===== config.mk =====
export PLATFORM = sky130hd
export DESIGN_NAME = uepd_ctrl
export DESIGN_NICKNAME = d
export VERILOG_FILES = /design/src/verilog/uepd_pkg.sv /design/src/verilog/uepd_ctrl.sv
export SDC_FILE = /design/constraint.sdc
export NUM_CORES = 1
export LEC_CHECK = 0
export ABC_CLOCK_PERIOD_IN_PS = 4000
export BUFFER_PORTS_ARGS = -buffer_cell sky130_fd_sc_hd__buf_2
export CAP_MARGIN = 0
export CORE_ASPECT_RATIO = 0.5
export CORE_MARGIN = 1
export CORE_UTILIZATION = 35
export DETAILED_ROUTE_END_ITERATION = 10
export PLACE_DENSITY_LB_ADDON = 0.12
export SYNTH_ARGS = -nofsm -noshare
export SYNTH_HDL_FRONTEND = slang
export SYNTH_SLANG_ARGS = --single-unit

===== constraint.sdc =====
create_clock -name ref_clk -period 4 [get_ports ref_clk]
set_input_delay 0.8 -clock ref_clk [delete_from_list [all_inputs] [get_ports ref_clk]]
set_output_delay 0.8 -clock ref_clk [all_outputs]
set_load 0.01 [all_outputs]

===== src/verilog/uepd_pkg.sv =====
/*
 * Package for the endpoint transfer and DMA control block: command codes,
 * register offsets, field positions, reset values and sizes.
 * Assumes a single controller clock and a plain register port.
 */
// Contract
// - hold loaded packet until start when not auto
// - start carries type; last three endpoint zero
// - refuse start while transmission in progress
// - toggle clear zeroes selected direction, not ep0
// - rx channels to rx, tx to tx
// - three rx, three tx channels, never ep0
// - fixed-map parts ignore channel select writes
// - config write changes only written options
// - no transfer until dma enabled
// - direction selects memory-in or memory-out path
// - single mode irq per packet; multi none
// - auto send when full packet loaded
// - auto acknowledge each received packet
// - host auto in request after fifo empties
// - disable restores normal irqs; direction only
// - dma enabled: only dma and error irqs
// - enable in single mode raises no irq
// - per endpoint bulk packet count held
// - device in underrun when no packet ready
package uepd_pkg;
   localparam int NUM_EP  = 8;
   localparam int EP_W    = 3;
   localparam int NUM_CH  = 3;
   localparam int CH_W    = 2;
   localparam int CNT_W   = 16;

   // register offsets (byte addresses)
   localparam logic [7:0] REG_CMD      = 8'h00;
   localparam logic [7:0] REG_STATUS   = 8'h04;
   localparam logic [7:0] REG_CFG      = 8'h08;
   localparam logic [7:0] REG_CHSEL    = 8'h0c;
   localparam logic [7:0] REG_PKTCNT   = 8'h10;
   localparam logic [7:0] REG_EPSEL    = 8'h14;
   localparam logic [7:0] REG_EPSTATE  = 8'h18;

   // command field positions
   localparam int CMD_OP_LSB   = 0;   // 3 bits
   localparam int CMD_TYPE_LSB = 4;   // 3 bits
   localparam int CMD_EP_LSB   = 8;   // 3 bits
   localparam int CMD_DIR_LSB  = 12;  // 1 = transmit (host out / dev in)

   typedef enum logic [2:0] {
      uepd_op_nop     = 3'h0,
      uepd_op_start   = 3'h1,
      uepd_op_tgl_clr = 3'h2,
      uepd_op_dma_en  = 3'h3,
      uepd_op_dma_dis = 3'h4
   } uepd_op_e;

   typedef enum logic [2:0] {
      xfer_type_out      = 3'h0,
      xfer_type_in       = 3'h1,
      xfer_type_in_final = 3'h2,
      xfer_type_setup    = 3'h3,
      xfer_type_status   = 3'h4
   } uepd_xfer_e;

   // config register fields: write mask in [12:8], value in [4:0]
   localparam int CFG_TX     = 0;  // 1 = dir_host_out / dir_dev_in
   localparam int CFG_MULTI  = 1;  // dma_multi_packet_mode
   localparam int CFG_ASEND  = 2;  // auto_send_on_full
   localparam int CFG_AACK   = 3;  // auto_ack_receive
   localparam int CFG_AINREQ = 4;  // auto_in_request
   localparam int CFG_W      = 5;
   localparam int CFG_MASK_LSB = 8;
   localparam logic [CFG_W-1:0] CFG_RST = 5'h00;

   // status bits
   localparam int ST_FAIL    = 0;
   localparam int ST_UNDERRUN = 1;
   localparam int ST_BADCMD  = 2;

   localparam logic [CNT_W-1:0] PKTCNT_RST = 16'h0000;
   localparam logic [CH_W-1:0]  CH_NONE    = 2'h3;
endpackage


===== src/verilog/uepd_ctrl.sv =====
/*
 * Endpoint transfer and DMA control: start commands, toggle clears,
 * per-endpoint DMA config, channel map, packet counts, auto modes.
 * Assumes the packet engine reports fifo levels and transaction events
 * on the same clock; all inputs are synchronous to ref_clk.
 */
`timescale 1ns/1ps
`default_nettype none
module uepd_ctrl #(
   parameter bit CH_REMAP = 1'b1
) (
   // clock and reset
   input  wire logic                       ref_clk,
   input  wire logic                       rstn,
   // register port
   input  wire logic [7:0]                 reg_addr,
   input  wire logic [31:0]                reg_wdata,
   input  wire logic                       reg_wr,
   input  wire logic                       reg_rd,
   output logic      [31:0]                reg_rdata,
   // role
   input  wire logic                       host_role,
   // packet engine side
   input  wire logic [uepd_pkg::NUM_EP-1:0] tx_pkt_loaded,
   input  wire logic [uepd_pkg::NUM_EP-1:0] tx_busy,
   input  wire logic [uepd_pkg::NUM_EP-1:0] tx_fifo_room,
   input  wire logic [uepd_pkg::NUM_EP-1:0] rx_pkt_ready,
   input  wire logic [uepd_pkg::NUM_EP-1:0] rx_fifo_empty,
   input  wire logic [uepd_pkg::NUM_EP-1:0] pkt_done,
   input  wire logic [uepd_pkg::NUM_EP-1:0] host_in_token,
   input  wire logic [uepd_pkg::NUM_EP-1:0] ep_error,
   output logic                            xfer_start,
   output uepd_pkg::uepd_xfer_e            xfer_type,
   output logic [uepd_pkg::EP_W-1:0]       xfer_ep,
   output logic [uepd_pkg::NUM_EP-1:0]     rx_ack,
   output logic [uepd_pkg::NUM_EP-1:0]     toggle_tx,
   output logic [uepd_pkg::NUM_EP-1:0]     toggle_rx,
   output logic [uepd_pkg::NUM_EP-1:0]     dev_in_no_data_flag,
   // dma side
   output logic [uepd_pkg::NUM_CH-1:0]     dma_tx_req,
   output logic [uepd_pkg::NUM_CH-1:0]     dma_rx_req,
   // interrupt requests to the controller's interrupt logic
   output logic [uepd_pkg::NUM_EP-1:0]     ep_irq
);
   import uepd_pkg::*;

   typedef struct packed {
      logic [NUM_EP-1:0][CFG_W-1:0] cfg;
      logic [NUM_EP-1:0]            dma_en;
      logic [NUM_EP-1:0][CNT_W-1:0] pktcnt;
      logic [NUM_CH-1:0][EP_W-1:0]  tx_map;
      logic [NUM_CH-1:0][EP_W-1:0]  rx_map;
      logic [NUM_EP-1:0]            tgl_tx;
      logic [NUM_EP-1:0]            tgl_rx;
      logic [NUM_EP-1:0]            pend_in;
      logic [NUM_EP-1:0]            underrun;
      logic [2:0]                   status;
      logic [EP_W-1:0]              epsel;
      logic                         start;
      uepd_xfer_e                   stype;
      logic [EP_W-1:0]              sep;
      logic [NUM_EP-1:0]            ack;
      logic [NUM_EP-1:0]            irq;
      logic [NUM_CH-1:0]            txreq;
      logic [NUM_CH-1:0]            rxreq;
      logic [31:0]                  rdata;
   } uepd_state_s;

   uepd_state_s r;
   uepd_state_s next_r;

   // endpoint zero is control only and never joins a dma channel
   function automatic logic ep_ok(input logic [EP_W-1:0] ep);
      return ep != '0;
   endfunction

   function automatic logic type_legal(input uepd_xfer_e t,
                                       input logic [EP_W-1:0] ep,
                                       input logic host);
      case (t)
         xfer_type_out:      return host;
         xfer_type_in:       return !host;
         xfer_type_in_final,
         xfer_type_setup,
         xfer_type_status:   return ep == '0;
         default:            return 1'b0;
      endcase
   endfunction

   logic [EP_W-1:0] c_ep;
   logic            c_tx;
   uepd_op_e        c_op;
   uepd_xfer_e      c_type;
   logic [CFG_W-1:0] c_msk;
   logic [CFG_W-1:0] c_val;
   logic             c_chrx;
   logic [CH_W-1:0]  c_ch;

   assign c_ep   = reg_wdata[CMD_EP_LSB +: EP_W];
   assign c_tx   = reg_wdata[CMD_DIR_LSB];
   assign c_op   = uepd_op_e'(reg_wdata[CMD_OP_LSB +: 3]);
   assign c_type = uepd_xfer_e'(reg_wdata[CMD_TYPE_LSB +: 3]);
   assign c_msk  = reg_wdata[CFG_MASK_LSB +: CFG_W];
   assign c_val  = reg_wdata[CFG_W-1:0];
   assign c_chrx = reg_wdata[CMD_DIR_LSB + 1];
   assign c_ch   = reg_wdata[CMD_TYPE_LSB +: CH_W];

   always_comb begin
      logic auto_go;
      auto_go = 1'b0;
      next_r  = r;
      next_r.start = 1'b0;
      next_r.ack   = '0;
      next_r.irq   = '0;
      next_r.rdata = '0;

      // packet engine events
      for (int e = 0; e < NUM_EP; e++) begin
         // the underrun set wins over a clear in the same cycle
         if (!host_role && host_in_token[e] && !tx_pkt_loaded[e])
            next_r.underrun[e] = 1'b1;
         if (r.cfg[e][CFG_TX]) begin
            // auto send fires only on a full packet and idle endpoint
            if (r.cfg[e][CFG_ASEND] && tx_pkt_loaded[e] && !tx_busy[e]
                && !auto_go && !r.start && ep_ok(EP_W'(e))) begin
               auto_go      = 1'b1;
               next_r.start = 1'b1;
               next_r.sep   = EP_W'(e);
               next_r.stype = host_role ? xfer_type_out : xfer_type_in;
            end
         end else begin
            if (r.cfg[e][CFG_AACK] && rx_pkt_ready[e])
               next_r.ack[e] = 1'b1;
            if (host_role && r.cfg[e][CFG_AINREQ] && r.dma_en[e]
                && rx_fifo_empty[e] && !r.pend_in[e]
                && r.pktcnt[e] != '0) begin
               next_r.pend_in[e] = 1'b1;
               next_r.pktcnt[e]  = r.pktcnt[e] - 1'b1;
            end
         end
         if (pkt_done[e])
            next_r.pend_in[e] = 1'b0;
         // per-packet interrupt only in single mode or without dma
         if (pkt_done[e] && (!r.dma_en[e] || !r.cfg[e][CFG_MULTI]))
            next_r.irq[e] = 1'b1;
         if (ep_error[e])
            next_r.irq[e] = 1'b1;
      end

      // channel requests follow the map and enable
      for (int c = 0; c < NUM_CH; c++) begin
         next_r.txreq[c] = ep_ok(r.tx_map[c]) && r.dma_en[r.tx_map[c]]
            && r.cfg[r.tx_map[c]][CFG_TX]
            && tx_fifo_room[r.tx_map[c]];
         next_r.rxreq[c] = ep_ok(r.rx_map[c]) && r.dma_en[r.rx_map[c]]
            && !r.cfg[r.rx_map[c]][CFG_TX]
            && rx_pkt_ready[r.rx_map[c]];
      end

      if (reg_wr) begin
         if (reg_addr == REG_CMD) begin
            next_r.status[ST_FAIL]   = 1'b0;
            next_r.status[ST_BADCMD] = 1'b0;
            case (c_op)
               uepd_op_start: begin
                  if (tx_busy[c_ep] || (auto_go && next_r.sep == c_ep)) begin
                     next_r.status[ST_FAIL] = 1'b1;
                  end else if (!type_legal(c_type, c_ep, host_role)) begin
                     next_r.status[ST_BADCMD] = 1'b1;
                  end else if (!auto_go) begin
                     next_r.start = 1'b1;
                     next_r.sep   = c_ep;
                     next_r.stype = c_type;
                  end else begin
                     next_r.status[ST_FAIL] = 1'b1;
                  end
               end
               uepd_op_tgl_clr: begin
                  if (!ep_ok(c_ep))
                     next_r.status[ST_BADCMD] = 1'b1;
                  else if (c_tx)
                     next_r.tgl_tx[c_ep] = 1'b0;
                  else
                     next_r.tgl_rx[c_ep] = 1'b0;
               end
               uepd_op_dma_en: begin
                  if (ep_ok(c_ep) && c_tx == r.cfg[c_ep][CFG_TX]) begin
                     next_r.dma_en[c_ep] = 1'b1;
                     // single mode enable stays silent
                     // or-in, so a packet or error pulse is never lost
                     if (r.cfg[c_ep][CFG_MULTI])
                        next_r.irq[c_ep] = 1'b1;
                  end
               end
               uepd_op_dma_dis: begin
                  // only the direction bit matters here
                  if (c_tx == r.cfg[c_ep][CFG_TX])
                     next_r.dma_en[c_ep] = 1'b0;
               end
               default: begin
               end
            endcase
         end else if (reg_addr == REG_STATUS) begin
            next_r.status[ST_FAIL]   = 1'b0;
            next_r.status[ST_BADCMD] = 1'b0;
         end else if (reg_addr == REG_CFG) begin
            for (int b = 0; b < CFG_W; b++)
               if (c_msk[b])
                  next_r.cfg[r.epsel][b] = c_val[b];
         end else if (reg_addr == REG_CHSEL) begin
            // on fixed-map parts the write is simply dropped
            if (CH_REMAP && ep_ok(c_ep) && c_ch < CH_W'(NUM_CH)) begin
               if (c_chrx && !r.cfg[c_ep][CFG_TX])
                  next_r.rx_map[c_ch] = c_ep;
               else if (!c_chrx && r.cfg[c_ep][CFG_TX])
                  next_r.tx_map[c_ch] = c_ep;
            end
         end else if (reg_addr == REG_PKTCNT) begin
            next_r.pktcnt[r.epsel] = reg_wdata[CNT_W-1:0];
         end else if (reg_addr == REG_EPSEL) begin
            next_r.epsel = reg_wdata[EP_W-1:0];
         end else if (reg_addr == REG_EPSTATE) begin
            // write one clears underrun, unless a new one arrives
            for (int e = 0; e < NUM_EP; e++)
               if (reg_wdata[e] && !(!host_role && host_in_token[e]
                                     && !tx_pkt_loaded[e]))
                  next_r.underrun[e] = 1'b0;
         end
      end

      // toggles advance on each completed packet
      for (int e = 0; e < NUM_EP; e++)
         if (pkt_done[e]) begin
            if (r.cfg[e][CFG_TX])
               next_r.tgl_tx[e] = ~r.tgl_tx[e];
            else
               next_r.tgl_rx[e] = ~r.tgl_rx[e];
         end

      if (reg_rd) begin
         if (reg_addr == REG_STATUS)
            next_r.rdata = {29'h0, r.status};
         else if (reg_addr == REG_CFG)
            next_r.rdata = {27'h0, r.cfg[r.epsel]};
         else if (reg_addr == REG_PKTCNT)
            next_r.rdata = {16'h0, r.pktcnt[r.epsel]};
         else if (reg_addr == REG_EPSEL)
            next_r.rdata = {29'h0, r.epsel};
         else if (reg_addr == REG_EPSTATE)
            next_r.rdata = {r.tgl_rx, r.tgl_tx, r.dma_en, r.underrun};
         else if (reg_addr == REG_CHSEL)
            next_r.rdata = {14'h0, r.rx_map, r.tx_map};
         else
            next_r.rdata = '0;
      end
   end

   always_ff @(posedge ref_clk or negedge rstn) begin
      if (!rstn) begin
         r        <= '0;
         r.stype  <= xfer_type_out;
         for (int c = 0; c < NUM_CH; c++) begin
            // fixed default map: channel c serves endpoint c+1
            r.tx_map[c] <= EP_W'(c + 1);
            r.rx_map[c] <= EP_W'(c + 1);
         end
      end else begin
         r <= next_r;
      end
   end

   assign reg_rdata           = r.rdata;
   assign xfer_start          = r.start;
   assign xfer_type           = r.stype;
   assign xfer_ep             = r.sep;
   assign rx_ack              = r.ack;
   assign toggle_tx           = r.tgl_tx;
   assign toggle_rx           = r.tgl_rx;
   assign dev_in_no_data_flag = r.underrun;
   assign dma_tx_req          = r.txreq;
   assign dma_rx_req          = r.rxreq;
   assign ep_irq              = r.irq;
endmodule
`default_nettype wire


## Yosys cells after proc, flatten, opt, wreduce, memory -nomap -nowiden

Cells that the tools add are included.
Widths: inputs -> output; s select.

- Register bits: 292

- Add/sub/neg operators: 8
- $lt $le $gt $ge: 13
- Eq/ne operators: 26
- Mux-type cells: 299
- Bitwise logic cells: 28
- Reduce and logical (&&, ||, !) cells: 245

Operators by type and width:

| operator | number |
|---|---|
| $mux 40 | 21 |
| $mux 146 | 3 |
| $mux 16 | 21 |
| $mux 128 | 2 |
| $bwmux 40 | 5 |
| $mux 32 | 6 |
| $mux 162 | 1 |
| $mux 1 | 154 |
| $mux 7 | 20 |
| $logic_and 1x1->1 | 133 |
| $bwmux 128 | 1 |
| $mux 8 | 16 |
| $reduce_bool 16->1 | 8 |
| $sub 16x1->16 const B | 8 |
| $bmux 5 s3 | 8 |
| $demux 5 s3 | 5 |
| $logic_not 1->1 | 60 |
| $mux 18 | 3 |
| $bmux 16 s3 | 1 |
| $demux 16 s3 | 1 |
| $bmux 1 s3 | 13 |
| $mux 9 | 4 |
| $lt 3x4->1 const B | 8 |
| $and 8x8->8 | 3 |
| other kinds (37) | 114 |

## Depth between registers and ports, before layout

Gate-level depths: netlist of run 1.

- Depth after elaboration: 47
- Depth in mapped cells: 11
- Gate-level depth less buffers: 9

## Worst setup path before layout of run 1

OpenSTA, ideal clock, no wires.

- Path type: input to register
- Start point: input reg_wdata[9]
- End point: register r, in the netlist xfer_ep[0]
- Library setup time: 0.104 ns
- Arrival: 2.807 ns
- Path slack: 1.089 ns
- Stages: 8
- Buffers on the path: 2
- Cells stage by stage: clkbuf_1 > mux4_2 > mux2_2 > nor2_1 > and2_1 > buf_2 > mux2_2 > a221oi_1

RTL lines:

| item | RTL line | RTL |
|---|---|---|
| from (decl) | uepd_ctrl.sv:17 | `input wire logic [31:0] reg_wdata,` |
| to (signal assigned) | uepd_ctrl.sv:268 | `r <= next_r;` |
| to (decl) | uepd_ctrl.sv:69 | `uepd_state_s r;` |

==> impl_results.md, run 1 <==
* Run status: finished, final reports clean
* Skew-Pair Late Insertion Delay at 0.59 ns
* First-pass GRT wire length at 89.8 mm
* Die area at 0.0479 sq mm
* Design Power at 6.52 mW
* Cells after Synth at 1775
* Number of fill cells at 4622
* Mean area per synthesized cell at 9.27 sq um
* CTS Buffer Depth at 3
* TritonCTS clock tree: yes
* Overflow after GRT at 0
* Final worst setup slack at 0.906 ns
* Ys async rst share at 100%
* DRC viols at 0
* CTS buffer count at 31
* Fin. max-slew vios at 0
* CTS Sinks at 292
* Fin Setup TNS at 0 ns
* Die width at 309 um
* Final Critical Period at 3.09 ns
* Clk slew on worst S/H paths at 0.07 ns
* Fin util at 40.5%
* Top Usage Layer GRT: met2
* Primary FF master, synth: dfrtp_1
* Post-CTS Repair Setup Buffers at 0
* Final cell count without fillers at 2497
* Crit path required time at 4.44 ns
* Largest net degree at the start of global routing at 85
* Gpl congestion at 0.921
* CP Capture Type: flop
* CP Data Arrival Time at 3.54 ns
* Initial DRC Count at 1297
* Layout Skew at 0.0179 ns
* Worst-path fanout max at 4
* Met2 usage at 39.0%
* Maxcap violations at 0
* Power per cell area at 352 mW/mm^2
* Met3 GRT Util at 4.60%
* Post-synthesis register bit count at 292
* Hold_buf cts at 0
* Synthesized area at 0.0165 sq mm
* Seq/Total Area, Yosys at 44.5%
* GRT Util Overall at 25.4%
* Startpoint Class: flop
* CTS H-tree lvls at 1
* RSZ-0062 raised after global routing: no
* Number of synthesized flops with an enable pin at 0
* Placed instance count at 2438
* Port buffer count at 176
* Place WS at 0.598 ns
* Final period utilization at 77.4%
* CP Class: reg -> reg
* Die Span Y at 155 um
* Post-layout instance area at 0.0185 sq mm
* First-pass iteration count of the detailed router at 5
* Fin nets at 1962
* Initial antenna violation count at 0
* Worst vdd ir at 0.296 mV
* Syn nets at 1893
* Slew at the pin closest to its max-slew limit at 0.889 ns
* Vias/cell at 5.52
* Synth cell types at 77
* Share of post-route cells with drive strength above 1 at 21.1%
* Met1 usage at 37.2%
* Placed Area at 0.0175 sq mm
* Std-Cell Core Area at 0.0458 sq mm
* Hold WS at 0.110 ns
* Num rows at 55
* Starting Density at 36.0%
* Max Clk Rate at 323 MHz
* Hpwl dp at 43.8 mm
* Commonest non-fill, non-tap cell in the layout: dfrtp_1
* Leak at 8.15 nW
* Final setup fails at 0
* Final Hold Fails at 0
* CTS resizes at 0
* Rel. slew slack at 40.2%
* Vias in the first global route at 13100
* ANT nets after route at 0
* Yosys warning count at 0
* Root buffer cell: clkbuf_16
* P&R area growth vs syn at 12.6%
* WL/cell at 24.4 um
* Boundary Pins at 194
* Most frequent cells in the layout: dfrtp_1 (284), nand2_1 (198), nor2_1 (196), buf_2 (175), o21ai_0 (129)
* Final WL at 60.9 mm
* Min-Delay Path Class: in -> async
* Vias at 13800
[logic make-up after synthesis]
logic type      synth area share, %
flops                          44.5
simple gates                   19.9
buf+inv                        7.28
fa+ha+maj                     0.684
xor+xnor                       6.23
compound gates                 13.8
mux                            7.67
[layout make-up]
class | instances | area, sq um | share of cell area [%]
flip-flops and latches | 292 | 7320 | 39.5
clock inverters | 13 | 140 | 0.756
clock buffers | 44 | 885 | 4.77
multi-input cells | 1254 | 7950 | 42.9
well taps | 627 | 785 | 4.23
diodes | 2 | 5.00 | 0.0270
repair buffers | 230 | 1320 | 7.13
inverters | 35 | 131 | 0.709
[sequential cells by signal, indices dropped and copies added, names as in the netlist, named ones only]
signal / cells
xfer_start: 1
toggle_rx: 8
ep_irq: 8
xfer_ep: 3
xfer_type: 3
reg_rdata: 32
dma_tx_req: 3
dev_in_no_data_flag: 8
dma_rx_req: 3
rx_ack: 8
r: 199
toggle_tx: 8
[critical path, stage by stage (launching register included)]
cell	delay, ns
dfrtp_1	0.41
inv_1	0.09
ha_1	0.33
or3b_2	0.47
nor4_1	0.68
nor3b_1	0.18
buf_4	0.21
nand2_1	0.18
or4_1	0.16
xor2_1	0.14
a21oi_1	0.08
[layer usage]
metal | up-vias | part of all wire (%)
met3 | 74 | 6.5
met5 | - | 0
li1 | 6359 | -
met4 | 0 | 1.9
met1 | 6915 | 48
met2 | 430 | 44
[synthesized netlist by cell type, types with 11 or more instances]
cell type / instances / area, sq um
o31ai_1: 17 / 128
nand2_1: 198 / 743
o221ai_1: 21 / 184
nand3_1: 26 / 130
mux2i_1: 20 / 200
xnor2_1: 69 / 604
a221oi_1: 16 / 140
buf_4: 84 / 631
o21ai_0: 129 / 646
o22ai_1: 49 / 307
nor2_1: 200 / 751
mux2_2: 61 / 687
and3b_1: 11 / 96.3
o211ai_1: 12 / 90.1
nor3_1: 37 / 185
or2_2: 11 / 68.8
xor2_1: 48 / 420
and3_1: 13 / 81.3
mux4_2: 16 / 360
nand2b_1: 15 / 93.8
or4_1: 16 / 120
dfrtp_1: 284 / 7110
clkbuf_1: 96 / 360
a21oi_1: 73 / 365
or3_1: 14 / 87.6
inv_1: 35 / 131
nand3b_1: 16 / 120
and2_1: 16 / 100
nor4_1: 41 / 257
[worst paths after layout]
path / slack [ns] / to / cells past startpoint / from
worst max-delay path: 0.91 / r[222] / 10 / r[213]
worst min-delay path: 0.11 / r[193] / 1 / rstn
max in group asynchronous: 2.95 / r[244] / 2 / rstn
worst max register to register: 0.91 / r[222] / 10 / r[213]
worst min register to register: 0.49 / toggle_rx[0] / 1 / toggle_rx[0]
min in group ref_clk: 0.38 / ep_irq[0] / 2 / ep_error[0]
[power by group]
part	internal, mW	leakage (nW)	switching, mW
clock	1.67	0.491	1.31
sequential	2.99	3.93	0.0481
combinational	0.154	3.73	0.339
Note: power is estimated with default switching activity, not from simulation.
==> run 2: changes to the inputs <==
ABC_CLOCK_PERIOD_IN_PS = 3200   (was 4000)
clock period = 3.2 ns   (was 4 ns; I/O delays follow)
==> run 2 against run 1 <==
  * Worst hold slack lost 0.092 ns
  * Critical path depth down 2
  * Global-route usage increased by 0.58 points
  * Routed wire length is 2.4% higher
  * Critical path type unchanged
==> impl_results.md, run 2 (synthesis results as in run 1) <==
* Gpl congestion at 0.952 (+3.4%)
* Rel. slew slack at 30.4% (-9.8 points)
* Share of post-route cells with drive strength above 1 at 22.8% (+1.7 points)
* Run status: finished, final reports clean
* Post-CTS Repair Setup Buffers at 0 (unchanged)
* Port buffer count at 176 (unchanged)
* CTS buffer count at 30 (-3.2%)
* CTS resizes at 0 (unchanged)
* Largest net degree at the start of global routing at 64 (-25%)
* Final Critical Period at 2.79 ns (-0.306 ns)
* Post-layout instance area at 0.0188 sq mm (+1.7%)
* Final period utilization at 87.1% (+9.8 points)
* Root buffer cell: clkbuf_16
* CTS H-tree lvls at 1 (unchanged)
* Power per cell area at 440 mW/mm^2 (+25%)
* ANT nets after route at 0 (unchanged)
* Largest Register: r
* Worst vdd ir at 0.348 mV (+17%)
* Met1 WL at 29.1 mm (+0.43%)
* CTS Sinks at 292 (unchanged)
* Clock power share at 46.4% (+0.6 points)
* Max Clk Rate at 359 MHz (+11%)
* Die width at 309 um (unchanged)
* Fin nets at 1997 (+1.8%)
* Startpoint Class: flop
* P&R area growth vs syn at 14.5%
* Initial DRC Count at 1295 (-0.15%)
* Min-Delay Path Class: in -> async
* Largest register FFs at 199 (unchanged)
* Fin. max-slew vios at 0 (unchanged)
* Power share of the combinational group at 7.7% (about the same)
* Hold_buf cts at 0 (unchanged)
* Net Sw Power at 2.13 mW (+25%)
* Fin Setup TNS at 0 ns (unchanged)
* # diodes at 0 (-2)
* Final cell count without fillers at 2530 (+1.3%)
* WL/cell at 24.6 um (+1.1%)
* Slowest CP cell: nor4bb_1
* CP Capture Type: flop
* Commonest non-fill, non-tap cell in the layout: dfrtp_1
* RSZ-0062 raised after global routing: no
* Design Power at 8.29 mW (+27%)
* DRC viols at 0 (unchanged)
* CP Class: reg -> reg
* Crit path required time at 3.69 ns (-0.75 ns)
* Vias/cell at 5.46 (-0.98%)
* Vias in the first global route at 13100 (+0.47%)
* Overflow after GRT at 0 (unchanged)
* Crit-path cells: nor4bb_1 -> nand3_1 -> a21oi_1 -> nor4b_4 -> buf_4 -> nand4b_1 -> xor2_1 -> o21ai_0
* Die area at 0.0479 sq mm (unchanged)
* Starting Density at 36.0% (unchanged)
* Std-Cell Core Area at 0.0458 sq mm (unchanged)
* CP Data Arrival Time at 3.27 ns (-0.27 ns)
* Placed Area at 0.0178 sq mm (+1.6%)
* Clk slew on worst S/H paths at 0.07 ns (about the same)
* Uppermost layer routed: met4
* Boundary Pins at 194 (unchanged)
* CTS Buffer Depth at 3 (unchanged)
* Worst-path fanout max at 7 (+3)
* First-pass iteration count of the detailed router at 6 (+1)
* Max stage delay on crit path at 0.54 ns (-0.14 ns)
* GRT Util Overall at 26.0% (+0.58 points)
* Crit path buffers/inverters at 1 (-1)
* Skew-Pair Late Insertion Delay at 0.60 ns (about the same)
* Leak at 8.35 nW (+2.5%)
* First-pass GRT wire length at 90.9 mm (+1.3%)
* CP delay by family, top: simple AND/OR/NAND/NOR gates
* Final setup fails at 0 (unchanged)
* Final Hold Fails at 0 (unchanged)
* Met3 routed WL at 4.61 mm (+17%)
* Vias at 13800 (+0.33%)
* Place WS at 0.264 ns (-0.334 ns)
* Met2 routed WL at 27.2 mm (+1.1%)
* Initial antenna violation count at 0 (unchanged)
* Maxcap violations at 0 (unchanged)
* Seq pwr share at 45.9% (-0.8 points)
* Final worst setup slack at 0.412 ns (-0.494 ns)
* Num rows at 55 (unchanged)
* Slew at the pin closest to its max-slew limit at 1.03 ns (+0.146 ns)
* Final WL at 62.3 mm (+2.4%)
* Internal power at 6.16 mW (+28%)
* TritonCTS clock tree: yes
* Net Sw Frac at 25.7% (-0.40 points)
* Hpwl dp at 45.9 mm (+4.7%)
* Die Span Y at 155 um (unchanged)
* Most frequent cells in the layout: dfrtp_1 (284), nand2_1 (198), nor2_1 (196), buf_2 (175), o21ai_0 (129)
* Layout Skew at 0.0317 ns (+0.0138 ns)
* Placed instance count at 2474 (+1.5%)
-- run 2: changes by cell type in the layout (fill, tap and decap cells not counted), sizes merged --
cell	change
buf	+36
clkbuf	-4
bufinv	+2
clkinv	+2
diode	-2
inv	-1
-- run 2: final timing paths --
path / from / end / slack, ns / depth (start not counted)
worst min-delay path: rstn / r[79] / 0.02 / 1
min in group ref_clk: ep_error[0] / ep_irq[0] / 0.21 / 2
max in group asynchronous: rstn / r[106] / 2.34 / 2
worst min register to register: toggle_rx[0] / toggle_rx[0] / 0.49 / 1
worst max register to register: r[258] / r[148] / 0.41 / 8
worst max-delay path: r[258] / r[148] / 0.41 / 8
-- run 2: area by class of cell --
type	count	area, sq um
timing repair buffer	266	1600
clock inverter	16	201
inverter	35	131
clock buffer	40	858
sequential	292	7320
multi-input combinational	1254	7950
fill	4594	26900
tap	627	785
-- run 2: metrics by stage --
step	utilization [%]	hold slack [ns]
CTS	41.2	0.0196
finish	41.2	0.0187
global route	41.2	0.0435
detailed placement	38.9	0.486
floorplan	-	0.344
global placement	38.9	0.475
-- run 2: metal layers --
metal | vias up | track usage, %
met4 | 0 | 6.23
li1 | 6419 | -
met2 | 429 | 39.2
met5 | - | 0
met3 | 80 | 6.08
met1 | 6895 | 37.4
-- run 2: power by group through the flow --
stage          logic, mW  registers, mW  clock network (mW)
2_1_floorplan      0.312           3.84                   0
3_3_place_gp       0.639           3.87                   0
3_5_place_dp       0.640           3.87                   0
4_1_cts            0.642           3.80                3.91
5_1_grt            0.690           3.81                4.05
6_report           0.642           3.80                3.84
